**src/hw/bst_pkg.sv**
```systemverilog
package bst_pkg;
    // Instruction register shape
    localparam int IR_LEN = 10;
    localparam logic [9:0] IR_CAPTURE = 10'h001;
    // Opcodes
    localparam logic [9:0] OP_EXTEST = 10'h000;
    localparam logic [9:0] OP_SAMPLE = 10'h055;
    localparam logic [9:0] OP_IDCODE = 10'h059;
    localparam logic [9:0] OP_USERCODE = 10'h079;
    localparam logic [9:0] OP_CFG_LOAD = 10'h002;
    localparam logic [9:0] OP_BYPASS = 10'h3ff;
    // Data register widths and positions
    localparam int DR_LEN = 32;
    localparam int CFG_LEN = 8;
    localparam int CFG_LSB = DR_LEN - CFG_LEN;
    localparam int USER_LEN = 7;
    localparam int FIXED_LEN = 25;
    // Defaults
    localparam int BSR_LEN_DEF = 438;
    localparam int FIFO_DEPTH = 8;
    // Power-on clear: 50 us at 8 ns
    localparam int POR_TIME_US = 50;
    localparam int CLK_PERIOD_PS = 8000;
    localparam int POR_CYCLES = POR_TIME_US * 1000000 / CLK_PERIOD_PS;
    localparam logic [7:0] CFG_RESET = 8'h00;

    // Controller states, one-hot
    typedef enum logic [15:0] {
        ST_RESET = 16'h0001,
        ST_IDLE = 16'h0002,
        ST_SEL_DR = 16'h0004,
        ST_CAP_DR = 16'h0008,
        ST_SH_DR = 16'h0010,
        ST_EX1_DR = 16'h0020,
        ST_PAU_DR = 16'h0040,
        ST_EX2_DR = 16'h0080,
        ST_UPD_DR = 16'h0100,
        ST_SEL_IR = 16'h0200,
        ST_CAP_IR = 16'h0400,
        ST_SH_IR = 16'h0800,
        ST_EX1_IR = 16'h1000,
        ST_PAU_IR = 16'h2000,
        ST_EX2_IR = 16'h4000,
        ST_UPD_IR = 16'h8000
    } bst_state_e;

    // Scan pin bundle
    typedef struct packed {
        logic tck;
        logic tms;
        logic tdi;
    } bst_scan_s;
endpackage

```
**src/hw/bst_sync.sv**
```systemverilog
`timescale 1ns/10ps
// Two-flop synchroniser for asynchronous levels
module bst_sync #(
    parameter int W = 1
) (
    input wire logic mclk_in,
    input wire logic rst_in,
    input wire logic [W-1:0] d_in,
    output logic [W-1:0] q_out
);
    logic [W-1:0] meta;

    // First stage feeds only the second
    always_ff @(posedge mclk_in) begin
        if (rst_in) begin
            meta <= '0;
            q_out <= '0;
        end else begin
            meta <= d_in;
            q_out <= meta;
        end
    end
endmodule

```
**src/hw/bst_fifo.sv**
```systemverilog
`timescale 1ns/10ps
// Flop FIFO, honest full and empty
module bst_fifo #(
    parameter int W = 8,
    parameter int DEPTH = 8
) (
    input wire logic mclk_in,
    input wire logic rst_in,
    input wire logic in_valid_in,
    output logic in_ready_out,
    input wire logic [W-1:0] in_data_in,
    output logic out_valid_out,
    input wire logic out_ready_in,
    output logic [W-1:0] out_data_out
);
    localparam int AW = $clog2(DEPTH);
    logic [W-1:0] mem [DEPTH];
    logic [AW-1:0] wr_ptr;
    logic [AW-1:0] rd_ptr;
    logic [AW:0] count;
    logic push;
    logic pop;

    assign in_ready_out = (count != DEPTH[AW:0]);
    assign out_valid_out = (count != '0);
    assign out_data_out = mem[rd_ptr];
    assign push = in_valid_in & in_ready_out;
    assign pop = out_valid_out & out_ready_in;

    // Storage
    always_ff @(posedge mclk_in) begin
        if (push) begin
            mem[wr_ptr] <= in_data_in;
        end
    end

    // Pointers wrap at depth
    always_ff @(posedge mclk_in) begin
        if (rst_in) begin
            wr_ptr <= '0;
            rd_ptr <= '0;
            count <= '0;
        end else begin
            if (push) begin
                wr_ptr <= (wr_ptr == AW'(DEPTH - 1)) ? '0 : wr_ptr + 1'b1;
            end
            if (pop) begin
                rd_ptr <= (rd_ptr == AW'(DEPTH - 1)) ? '0 : rd_ptr + 1'b1;
            end
            count <= count + (AW+1)'(push) - (AW+1)'(pop);
        end
    end
endmodule

```
**src/hw/bst_tap.sv**
```systemverilog
`timescale 1ns/10ps
// Operation
// Standard test port, decoder and registers
// No scan testing while configuration runs
// SAMPLE captures pins, allows preload
// EXTEST drives cells, captures input pins
// BYPASS gives one-bit stage
// USERCODE shifts user signature out
// IDCODE shifts identification value out
// Configuration instructions load data through port
// Instruction register is ten bits
// Signature is 7 user, 25 fixed
// Boundary length is per-variant parameter
// Power-on clear within fifty microseconds
// Rising TCK steps states; reset selects IDCODE
module bst_tap #(
    parameter int BSR_LEN = bst_pkg::BSR_LEN_DEF,
    parameter int POR_CYCLES = bst_pkg::POR_CYCLES,
    parameter logic [31:0] ID_VALUE = 32'h0000_0001, // Arbitrary value
    parameter logic [6:0] USER_BITS = 7'h00,
    parameter logic [24:0] USER_FIXED = 25'h000_0000, // Arbitrary value
    parameter int FIFO_W = bst_pkg::CFG_LEN,
    parameter int FIFO_D = bst_pkg::FIFO_DEPTH
) (
    input wire logic mclk_in,
    input wire logic rst_in,
    input wire logic tck_in,
    input wire logic tms_in,
    input wire logic tdi_in,
    output logic tdo_out,
    output logic tdo_oe_out,
    input wire logic [BSR_LEN-1:0] pin_in,
    input wire logic [BSR_LEN-1:0] core_out_in,
    output logic [BSR_LEN-1:0] pin_out,
    input wire logic config_active_in,
    output logic [FIFO_W-1:0] cfg_data_out,
    output logic cfg_valid_out,
    input wire logic cfg_ready_in,
    output logic por_done_out
);
    bst_pkg::bst_state_e state;
    bst_pkg::bst_state_e next_state;
    bst_pkg::bst_scan_s scan_raw;
    bst_pkg::bst_scan_s scan;
    logic [BSR_LEN-1:0] pin_s;
    logic tck_prev;
    logic tck_rise;
    logic tck_fall;
    logic step;
    logic [bst_pkg::IR_LEN-1:0] ir;
    logic [bst_pkg::IR_LEN-1:0] ir_sh;
    logic [bst_pkg::DR_LEN-1:0] dr_sh;
    logic [BSR_LEN-1:0] bsr_sh;
    logic [BSR_LEN-1:0] bsr_upd;
    logic bypass_bit;
    logic [$clog2(POR_CYCLES+1)-1:0] por_cnt;
    logic por_done;
    logic sel_bsr;
    logic sel_extest;
    logic sel_id;
    logic sel_user;
    logic sel_cfg;
    logic cfg_pend;
    logic [FIFO_W-1:0] cfg_byte;
    logic fifo_in_ready;
    logic fifo_out_valid;
    logic [FIFO_W-1:0] fifo_out_data;
    logic fifo_pop;
    logic serial_bit;

    // Scan pins and boundary pins come from outside
    assign scan_raw = '{tck: tck_in, tms: tms_in, tdi: tdi_in};

    bst_sync #(
        .W(3)
    ) u_scan_sync (
        .mclk_in(mclk_in),
        .rst_in(rst_in),
        .d_in(scan_raw),
        .q_out(scan)
    );

    bst_sync #(
        .W(BSR_LEN)
    ) u_pin_sync (
        .mclk_in(mclk_in),
        .rst_in(rst_in),
        .d_in(pin_in),
        .q_out(pin_s)
    );

    // Edge finder on the synchronised scan clock
    always_ff @(posedge mclk_in) begin
        if (rst_in) begin
            tck_prev <= 1'b0;
        end else begin
            tck_prev <= scan.tck;
        end
    end

    assign tck_rise = scan.tck & ~tck_prev;
    assign tck_fall = ~scan.tck & tck_prev;
    // Pending byte freezes the port until the FIFO takes it
    assign step = tck_rise & ~cfg_pend & por_done;

    // Power-on clear counter
    always_ff @(posedge mclk_in) begin
        if (rst_in) begin
            por_cnt <= '0;
            por_done <= 1'b0;
        end else if (!por_done) begin
            por_cnt <= por_cnt + 1'b1;
            if (por_cnt == ($bits(por_cnt))'(POR_CYCLES - 1)) begin
                por_done <= 1'b1;
            end
        end
    end

    always_ff @(posedge mclk_in) begin
        if (rst_in) begin
            por_done_out <= 1'b0;
        end else begin
            por_done_out <= por_done;
        end
    end

    // Instruction decode; scan test muted during configuration
    always_comb begin
        sel_bsr = (ir == bst_pkg::OP_SAMPLE) | (ir == bst_pkg::OP_EXTEST);
        sel_bsr = sel_bsr & ~config_active_in;
        sel_extest = (ir == bst_pkg::OP_EXTEST) & ~config_active_in;
        sel_id = (ir == bst_pkg::OP_IDCODE);
        sel_user = (ir == bst_pkg::OP_USERCODE);
        sel_cfg = (ir == bst_pkg::OP_CFG_LOAD);
    end

    // Test port state transitions
    always_comb begin
        next_state = state;
        case (state)
            bst_pkg::ST_RESET: begin
                next_state = scan.tms ? bst_pkg::ST_RESET : bst_pkg::ST_IDLE;
            end
            bst_pkg::ST_IDLE: begin
                next_state = scan.tms ? bst_pkg::ST_SEL_DR : bst_pkg::ST_IDLE;
            end
            bst_pkg::ST_SEL_DR: begin
                next_state = scan.tms ? bst_pkg::ST_SEL_IR
                                      : bst_pkg::ST_CAP_DR;
            end
            bst_pkg::ST_CAP_DR: begin
                next_state = scan.tms ? bst_pkg::ST_EX1_DR : bst_pkg::ST_SH_DR;
            end
            bst_pkg::ST_SH_DR: begin
                next_state = scan.tms ? bst_pkg::ST_EX1_DR : bst_pkg::ST_SH_DR;
            end
            bst_pkg::ST_EX1_DR: begin
                next_state = scan.tms ? bst_pkg::ST_UPD_DR
                                      : bst_pkg::ST_PAU_DR;
            end
            bst_pkg::ST_PAU_DR: begin
                next_state = scan.tms ? bst_pkg::ST_EX2_DR
                                      : bst_pkg::ST_PAU_DR;
            end
            bst_pkg::ST_EX2_DR: begin
                next_state = scan.tms ? bst_pkg::ST_UPD_DR : bst_pkg::ST_SH_DR;
            end
            bst_pkg::ST_UPD_DR: begin
                next_state = scan.tms ? bst_pkg::ST_SEL_DR : bst_pkg::ST_IDLE;
            end
            bst_pkg::ST_SEL_IR: begin
                next_state = scan.tms ? bst_pkg::ST_RESET : bst_pkg::ST_CAP_IR;
            end
            bst_pkg::ST_CAP_IR: begin
                next_state = scan.tms ? bst_pkg::ST_EX1_IR : bst_pkg::ST_SH_IR;
            end
            bst_pkg::ST_SH_IR: begin
                next_state = scan.tms ? bst_pkg::ST_EX1_IR : bst_pkg::ST_SH_IR;
            end
            bst_pkg::ST_EX1_IR: begin
                next_state = scan.tms ? bst_pkg::ST_UPD_IR
                                      : bst_pkg::ST_PAU_IR;
            end
            bst_pkg::ST_PAU_IR: begin
                next_state = scan.tms ? bst_pkg::ST_EX2_IR
                                      : bst_pkg::ST_PAU_IR;
            end
            bst_pkg::ST_EX2_IR: begin
                next_state = scan.tms ? bst_pkg::ST_UPD_IR : bst_pkg::ST_SH_IR;
            end
            bst_pkg::ST_UPD_IR: begin
                next_state = scan.tms ? bst_pkg::ST_SEL_DR : bst_pkg::ST_IDLE;
            end
            default: begin
                next_state = bst_pkg::ST_RESET;
            end
        endcase
    end

    // State register, held in reset until power-on clear ends
    always_ff @(posedge mclk_in) begin
        if (rst_in || !por_done) begin
            state <= bst_pkg::ST_RESET;
        end else if (step) begin
            state <= next_state;
        end
    end

    // Instruction shift and update
    always_ff @(posedge mclk_in) begin
        if (rst_in) begin
            ir_sh <= '0;
            ir <= bst_pkg::OP_IDCODE;
        end else if (state == bst_pkg::ST_RESET) begin
            ir <= bst_pkg::OP_IDCODE;
        end else begin
            if (step && state == bst_pkg::ST_CAP_IR) begin
                ir_sh <= bst_pkg::IR_CAPTURE;
            end else if (step && state == bst_pkg::ST_SH_IR) begin
                ir_sh <= {scan.tdi, ir_sh[bst_pkg::IR_LEN-1:1]};
            end
            if (tck_fall && state == bst_pkg::ST_UPD_IR) begin
                ir <= ir_sh;
            end
        end
    end

    // Bypass stage
    always_ff @(posedge mclk_in) begin
        if (rst_in) begin
            bypass_bit <= 1'b0;
        end else if (step && state == bst_pkg::ST_CAP_DR) begin
            bypass_bit <= 1'b0;
        end else if (step && state == bst_pkg::ST_SH_DR) begin
            bypass_bit <= scan.tdi;
        end
    end

    // Identification, signature and configuration shifter
    always_ff @(posedge mclk_in) begin
        if (rst_in) begin
            dr_sh <= '0;
        end else if (step && state == bst_pkg::ST_CAP_DR) begin
            if (sel_id) begin
                dr_sh <= ID_VALUE;
            end else if (sel_user) begin
                dr_sh <= {USER_FIXED, USER_BITS};
            end else begin
                // Configuration status seen on capture
                dr_sh <= {{(bst_pkg::CFG_LEN-2){1'b0}}, ~fifo_in_ready,
                          config_active_in, {bst_pkg::CFG_LSB{1'b0}}};
            end
        end else if (step && state == bst_pkg::ST_SH_DR) begin
            dr_sh <= {scan.tdi, dr_sh[bst_pkg::DR_LEN-1:1]};
        end
    end

    // Boundary cells: shift path and update latch
    always_ff @(posedge mclk_in) begin
        if (rst_in) begin
            bsr_sh <= '0;
            bsr_upd <= '0;
        end else begin
            if (step && sel_bsr && state == bst_pkg::ST_CAP_DR) begin
                bsr_sh <= pin_s;
            end else if (step && sel_bsr && state == bst_pkg::ST_SH_DR) begin
                bsr_sh <= {scan.tdi, bsr_sh[BSR_LEN-1:1]};
            end
            if (tck_fall && sel_bsr && state == bst_pkg::ST_UPD_DR) begin
                bsr_upd <= bsr_sh;
            end
        end
    end

    // Pins follow the core unless EXTEST holds them
    always_ff @(posedge mclk_in) begin
        if (rst_in) begin
            pin_out <= '0;
        end else begin
            pin_out <= sel_extest ? bsr_upd : core_out_in;
        end
    end

    // Configuration byte hand-off; a new byte is taken only while none is pending
    always_ff @(posedge mclk_in) begin
        if (rst_in) begin
            cfg_pend <= 1'b0;
            cfg_byte <= bst_pkg::CFG_RESET;
        end else if (tck_fall && sel_cfg && state == bst_pkg::ST_UPD_DR
                     && !cfg_pend) begin
            cfg_pend <= 1'b1;
            cfg_byte <= dr_sh[bst_pkg::DR_LEN-1:bst_pkg::CFG_LSB];
        end else if (cfg_pend && fifo_in_ready) begin
            cfg_pend <= 1'b0;
        end
    end

    bst_fifo #(
        .W(FIFO_W),
        .DEPTH(FIFO_D)
    ) u_cfg_fifo (
        .mclk_in(mclk_in),
        .rst_in(rst_in),
        .in_valid_in(cfg_pend),
        .in_ready_out(fifo_in_ready),
        .in_data_in(cfg_byte),
        .out_valid_out(fifo_out_valid),
        .out_ready_in(fifo_pop),
        .out_data_out(fifo_out_data)
    );

    // Output stage keeps the stream registered
    assign fifo_pop = fifo_out_valid & (~cfg_valid_out | cfg_ready_in);

    always_ff @(posedge mclk_in) begin
        if (rst_in) begin
            cfg_valid_out <= 1'b0;
            cfg_data_out <= '0;
        end else if (fifo_pop) begin
            cfg_valid_out <= 1'b1;
            cfg_data_out <= fifo_out_data;
        end else if (cfg_ready_in) begin
            cfg_valid_out <= 1'b0;
        end
    end

    // Serial output selection
    always_comb begin
        if (state == bst_pkg::ST_SH_IR) begin
            serial_bit = ir_sh[0];
        end else if (sel_bsr) begin
            serial_bit = bsr_sh[0];
        end else if (sel_id || sel_user) begin
            serial_bit = dr_sh[0];
        end else if (sel_cfg) begin
            serial_bit = dr_sh[bst_pkg::CFG_LSB]; // Eight-bit path
        end else begin
            serial_bit = bypass_bit;
        end
    end

    // Output changes on falling scan clock, per the standard
    always_ff @(posedge mclk_in) begin
        if (rst_in) begin
            tdo_out <= 1'b0;
            tdo_oe_out <= 1'b0;
        end else if (tck_fall) begin
            tdo_out <= serial_bit;
            tdo_oe_out <= (state == bst_pkg::ST_SH_DR)
                          | (state == bst_pkg::ST_SH_IR);
        end
    end
endmodule

```
**config.mk**
```make
export PLATFORM = sky130hd
export DESIGN_NAME = bst_tap
export DESIGN_NICKNAME = d
export VERILOG_FILES = /design/src/hw/bst_pkg.sv /design/src/hw/bst_sync.sv /design/src/hw/bst_fifo.sv /design/src/hw/bst_tap.sv
export SDC_FILE = /design/constraint.sdc
export NUM_CORES = 2
export LEC_CHECK = 0
export BUFFER_PORTS_ARGS = -buffer_cell sky130_fd_sc_hd__buf_2
export CORE_AREA = 2 2 527 529
export CTS_CLUSTER_SIZE = 40
export DETAILED_ROUTE_END_ITERATION = 8
export DIE_AREA = 0 0 529 531
export GPL_ROUTABILITY_DRIVEN = 0
export PLACE_DENSITY = 0.55
export SLEW_MARGIN = 25
export SYNTH_ARGS = -nofsm -noshare
export SYNTH_HDL_FRONTEND = slang
export SYNTH_SLANG_ARGS = --single-unit
```
**constraint.sdc**
```tcl
create_clock -name mclk_in -period 2.6 [get_ports mclk_in]
set_input_delay 0.26 -clock mclk_in [delete_from_list [all_inputs] [get_ports mclk_in]]
set_output_delay 0.26 -clock mclk_in [all_outputs]
set_load 0.005 [all_outputs]
```
Yosys cells after proc, flatten, opt, wreduce, memory -nomap -nowiden:

Memory sizes are Yosys's and may differ from the RTL's. A register that Yosys moved wholly into a read port is not among the register bits.
Index checks and enable logic that the tools add are counted.

* register bits: 2303
* memory bits (writable): 64
* word-level logic and storage cells: 140
* memories kept: 1

Memory list
* u_cfg_fifo.mem: words 8, bits a word 8, read ports 1, clocked after Yosys merged registers in 1, wr ports 1, RTL line bst_fifo.sv:17 `logic [W-1:0] mem [DEPTH];`

* add/subtract/negate cells: 5
* equality and inequality tests: 24
* multiplexer cells: 36
* bitwise gates (word level): 19
* reduce and logical (&&, ||, !) cells: 31

Operators by type and width (number)
* 2-to-1 mux 438 bit: 3
* case mux 16 bit (12 select lines): 1
* 2-to-1 mux 32 bit: 2
* 2-to-1 mux 26 bit: 2
* 2-to-1 mux 16 bit: 2
* == test 10 x 7 -> 1 bit (second input constant): 3
* 2-to-1 mux 10 bit: 3
* 2-to-1 mux 9 bit: 2
* == test 16 x 1 -> 1 bit (second input constant): 1
* == test 16 x 10 -> 1 bit (second input constant): 1
* == test 16 x 11 -> 1 bit (second input constant): 1
* == test 16 x 12 -> 1 bit (second input constant): 1
* == test 16 x 13 -> 1 bit (second input constant): 1
* == test 16 x 14 -> 1 bit (second input constant): 1
* == test 16 x 15 -> 1 bit (second input constant): 1
* == test 16 bit (second input constant): 1
* == test 16 x 2 -> 1 bit (second input constant): 1
* == test 16 x 3 -> 1 bit (second input constant): 1
* == test 16 x 4 -> 1 bit (second input constant): 1
* == test 16 x 5 -> 1 bit (second input constant): 1
* == test 16 x 6 -> 1 bit (second input constant): 1
* == test 16 x 7 -> 1 bit (second input constant): 1
* == test 16 x 8 -> 1 bit (second input constant): 1
* == test 16 x 9 -> 1 bit (second input constant): 1
* 28 further kinds: 81

Longest topological paths before layout:

* depth after elaboration: 8
* mapped depth: 11

Modules after synthesis:

A second synthesis with hierarchy kept.

* cells, all modules: 8245
* area total of the unflattened synthesis: 79084.6 µm²

Modules (own cells, without submodules)
* bst_tap: instances 1, cells an instance 6215, area each 52322.7 µm²
* bst_sync (u_pin_sync): instances 1, cells an instance 1849, area each 23416.2 µm²
* bst_fifo: instances 1, cells an instance 169, area each 3188.1 µm²
* bst_sync (u_scan_sync): instances 1, cells an instance 12, area each 157.7 µm²

Worst setup path after synthesis:

Ideal clock, no wire load.

* path kind: reg-to-reg
* from: register u_cfg_fifo.count[2]
* to: register u_cfg_fifo.count[2]
* data arrival time: 2133 ps
* data required time: 2472 ps
* setup slack: 340 ps
* cell stages (with the launch flop): 12
* path buffers: 1
* period minus slack after synthesis: 2260 ps
* path through: dfxtp_1 inv_1 ha_1 a21boi_0 clkbuf_1 ha_1 inv_1 ha_1 inv_1 fa_1 xor2_1 nor2_1

* longest elaborated chain between the ends: 4
* elaborated cells between the ends (all ways): 7
* those cells by class: add/sub (2); eq/ne (1); bitwise (3); reduce/logical (1)

RTL lines
* start: declaration: RTL line bst_fifo.sv:20 `logic [AW:0] count;`
* start signal: assignment: RTL line bst_fifo.sv:50 `count <= count + (AW+1)'(push) - (AW+1)'(pop);`
* nonzero test 4 bit: RTL line bst_fifo.sv:25 `assign out_valid_out = (count != '0);`
* AND 1 bit: RTL line bst_tap.sv:313 `assign fifo_pop = fifo_out_valid & (~cfg_valid_out | cfg_ready_in);`
* via fifo_pop: RTL line bst_tap.sv:68 `logic fifo_pop;`
* AND 1 bit: RTL line bst_fifo.sv:28 `assign pop = out_valid_out & out_ready_in;`
* subtractor 4 x 1 -> 4 bit: RTL line bst_fifo.sv:50

The timed path passes the listed nets, and every way through them passes these cells.
A chain may end at the register's enable or synchronous reset.

Worst setup path in the final report:

* from: register state[15]
* to: register bsr_sh[165]

* longest elaborated chain between the ends: 3
* elaborated cells between the ends (all ways): 6
* those cells by class: eq/ne (2); mux (1); reduce/logical (3)

RTL lines
* start: declaration: RTL line bst_tap.sv:41 `bst_pkg::bst_state_e state;`
* start signal: assignment: RTL line bst_tap.sv:203 `state <= bst_pkg::ST_RESET;`
* start signal: assignment: RTL line bst_tap.sv:205 `state <= next_state;`
* == test 16 x 4 -> 1 bit / == test 16 x 5 -> 1 bit (equally long branches): RTL line bst_tap.sv:264, bst_tap.sv:266
* logical AND 1 bit, on equally long branches: RTL line bst_tap.sv:264, bst_tap.sv:266
* 2-to-1 mux 438 bit / nonzero test 2 bit (equally long branches)
* end signal: assignment: RTL line bst_tap.sv:265 `bsr_sh <= pin_s;`
* end signal: assignment: RTL line bst_tap.sv:267 `bsr_sh <= {scan.tdi, bsr_sh[BSR_LEN-1:1]};`
* end: declaration: RTL line bst_tap.sv:53 `logic [BSR_LEN-1:0] bsr_sh;`

Parallel ways exist; a longest one is shown, timed or not.

==> impl_metrics.tcl <==
set metrics [dict create \
    slew_viol_final 0 \
    start_util_pct 28.52 \
    syn2layout_area_growth_pct 37.97 \
    post_drt_wl_per_cell_um 20.05 \
    drt_iter0_markers 3968 \
    ir_drop_mv 0.4957 \
    drcViolationCount 0 \
    io_buffers 1332 \
    synth_fp_nets 9131 \
    hold_class "in2reg" \
    clk_pin_slew_ns 0.06 \
    yosysWarnings 0 \
    die_width_um 529 \
    final_nets 11299 \
    power.internal_mw 64.13 \
    ant_nets 0 \
    antenna_found_initial 44 \
    grt_pass1_vias 64445 \
    cpPeakStageDelay_ns 0.40 \
    clock.fmax_ghz 0.4024 \
    utilization_pct 39.35 \
    grt_setup_unrepaired "true" \
    tightestPinTransition_ns 0.8548 \
    grt_max_degree 160 \
    use_met2_pct 31.11 \
    min_from "core_out_in[383]" \
    hold_depth 4 \
    required_ns 3.30 \
    synth_cell_type_count 60 \
    crit_chain "nor4_4, nand3_1, nor3_2, buf_6, buf_16, buf_12, mux2i_1, o21ai_1" \
    tritoncts "yes" \
    clkPwrFrac_pct 47.7 \
    die_h_um 531 \
    ys_seq_elements 2375 \
    seq_power_share_pct 46.0 \
    skew_ns 0.07255 \
    cts_root_buf "clkbuf_16" \
    critPathLaunch "state[15]" \
    viasPerCell 4.527 \
    numCtsBuffers 268 \
    coreArea_mm2 0.2753 \
    rrSetupSlack_ns 0.11 \
    switchingPower_mw 18.81 \
    pwr-share-comb_pct 6.3 \
    syn_area_mm2 0.07852 \
    hold_viol_final 0 \
    ys.flop_type "dfxtp_1" \
    holdPathEnd "pin_out[383]" \
    finalSetupViolations 0 \
    grt_util_met3_pct 4.130 \
    slew_headroom_pct 43.01 \
    clock-sinks 2375 \
    power_mw 82.95 \
    num_io_pins 1333 \
    dieArea_mm2 0.2809 \
    met1_usage_pct 23.68 \
    period_share_pct 95.58 \
    status "finished, final reports clean" \
    clock_latency_ns 0.88 \
    htree_levels 5 \
    overflow 0 \
    avgSynthCellArea_um2 9.534 \
    swShare_pct 22.68 \
    p_per_area_mw_per_mm2 765.7 \
    post-dp-hpwl_mm 200.7 \
    drive_gt1_share_pct 19.36 \
    clock_path_buffers 4 \
    post-place-cells 12837 \
    grt.busiest_layer "met2" \
    fin_cells 14257 \
    cp_max_fo 28 \
    holdWs_ns 0.1238 \
    core.rowCount 193 \
    grt_pass1_wl_mm 407.8 \
    reg2reg_to "bsr_sh[165]" \
    synth-async-reset-ratio_pct 0 \
    synthCells 8235 \
    firstDrtPassIters 6 \
    grt_usage_pct 19.16 \
    reg2reg_depth 8 \
    p_leak_nw 41.97 \
    critPathKind "reg2reg" \
    r2r_start "state[15]" \
    arrival_ns 3.19 \
    cp_slowest_cell "nor4_4" \
    end_kind "flop" \
    tns_ns 0 \
    finalCriticalPeriod_ns 2.485 \
    cp-start-kind "flop" \
    ys_seq_area_share_pct 61.37 \
    drt-total-wl_mm 285.8 \
    via_count 64547 \
    synth_edf_count 64 \
    cap_viol_max_count 0 \
]
-- Yosys cell counts, types with 17 or more instances --
library cell,count,area share (%)
dfxtp_1,2311,59
edfxtp_1,64,2.4
a21oi_1,906,5.8
nand3_1,17,0.11
mux2i_1,468,6.0
o21ai_1,318,2.0
nor2_1,104,0.50
o21ai_0,131,0.84
nor2b_1,886,7.1
a22oi_1,34,0.33
buf_2,119,0.76
buf_4,48,0.46
clkbuf_1,394,1.9
nand2_1,2239,11
nor3_1,18,0.11
-- kinds of logic after synthesis --
kind of cell	count (synthesis)	share of synthesized area [%]
multiplexers	485	6.440
buffers and inverters	588	3.259
AO/OA/AOI/OAI	1414	9.205
XOR/XNOR	16	0.1785
flip-flops	2375	61.37
adder cells (fa/ha/maj)	13	0.2167
AND/OR/NAND/NOR	3344	19.33
-- how the worst max path moves through the flow --
| stage | endpoint | slack [ns] | cells after the start |
|---|---|---|---|
| floorplan | u_cfg_fifo.count[2] | 0.34 | 11 |
| global placement | pin_out[180] | 0.03 | 7 |
| detailed placement | bsr_sh[378] | 0.02 | 8 |
| CTS | bsr_sh[399] | 0.02 | 8 |
| global route | bsr_sh[254] | -0.02 | 8 |
| finish | bsr_sh[165] | 0.11 | 8 |
-- timing repair --
| item | 4_1_cts | 5_1_grt |
|---|---|---|
| cloned | 0 | 3 |
| pin swaps | 0 | 3 |
| hold endpoints to repair | 960 | 0 |
| setup endpoints to repair | 1 | 518 |
| setup buffers | 0 | 6 |
| hold buffers | 894 | 0 |
| gates resized for setup | 1 | 16 |
-- per-stage QoR --
step | area, um^2 | setup WS, ns
global route | 108300 | -0.01967
detailed placement | 89810 | 0.01612
finish | 108300 | 0.1149
CTS | 108000 | 0.02135
floorplan | 78520 | 0.3399
global placement | 89810 | 0.03132
-- area by class of cell --
type / count / area [um^2]
fill: 26752 / 167000
sequential: 2375 / 48190
multi-input combinational: 5272 / 27860
timing repair buffer: 2472 / 18360
clock buffer: 365 / 7655
tap: 3607 / 4513
clock inverter: 110 / 1599
antenna: 42 / 105.1
inverter: 14 / 52.55
-- worst max-delay path, delay by kind of cell, from the launching register on --
family          cells  cell delay [ns]
simple gates        3             0.83
flops               1             0.37
compound gates      1             0.08
mux                 1             0.28
buf+inv             3             0.66
-- power by group through the flow --
stage | registers, mW | logic [mW] | clock network, mW
final | 38.1 | 5.24 | 39.6
after global routing | 38.2 | 5.64 | 42.0
after CTS | 38.1 | 5.23 | 40.5
after detailed placement | 38.9 | 4.11 | 0
after global placement | 38.9 | 4.08 | 0
after floorplan | 38.7 | 1.89 | 0
-- cells in the final DEF (no fill, tap or decap), types with 14 or more instances in the layout --
cell type      netlist  layout
nor2b_1            886     886
diode_2              0      42
a22oi_1             34      34
clkbuf_16            0     273
mux4_2              16      16
inv_1               14      14
clkinv_2             0      37
nand3_1             17      16
nand2_1           2239    2239
dfxtp_1           2311    2311
nor3_1              18      16
clkbuf_8             0      52
mux2i_1            468     468
buf_12               0      61
a21oi_1            906     906
inv_6                0      15
dlygate4sd3_1        0     894
o21ai_1            318     318
bufinv_16            0      30
buf_2              119    1331
clkbuf_1           394      42
nor2_1             104     103
edfxtp_1            64      64
buf_4               48     170
o21ai_0            131     131
-- sequential cells by signal (all words and copies together), names as in the netlist, 4 cells and up --
register,flops
bsr_sh,438
bsr_upd,438
pin_out,438
u_pin_sync.meta,438
u_pin_sync.q_out,438
u_cfg_fifo.mem,64
dr_sh,32
state,16
por_cnt,13
ir,10
ir_sh,10
cfg_byte,8
cfg_data_out,8
u_cfg_fifo.count,4
-- layer usage --
layer | share of wire [%] | vias to the layer above
met5 | 0.012 | -
met4 | 5.7 | 6
met3 | 6.4 | 582
met2 | 46 | 2315
met1 | 42 | 30505
li1 | - | 31139
Power figures use the tool's default switching activity.
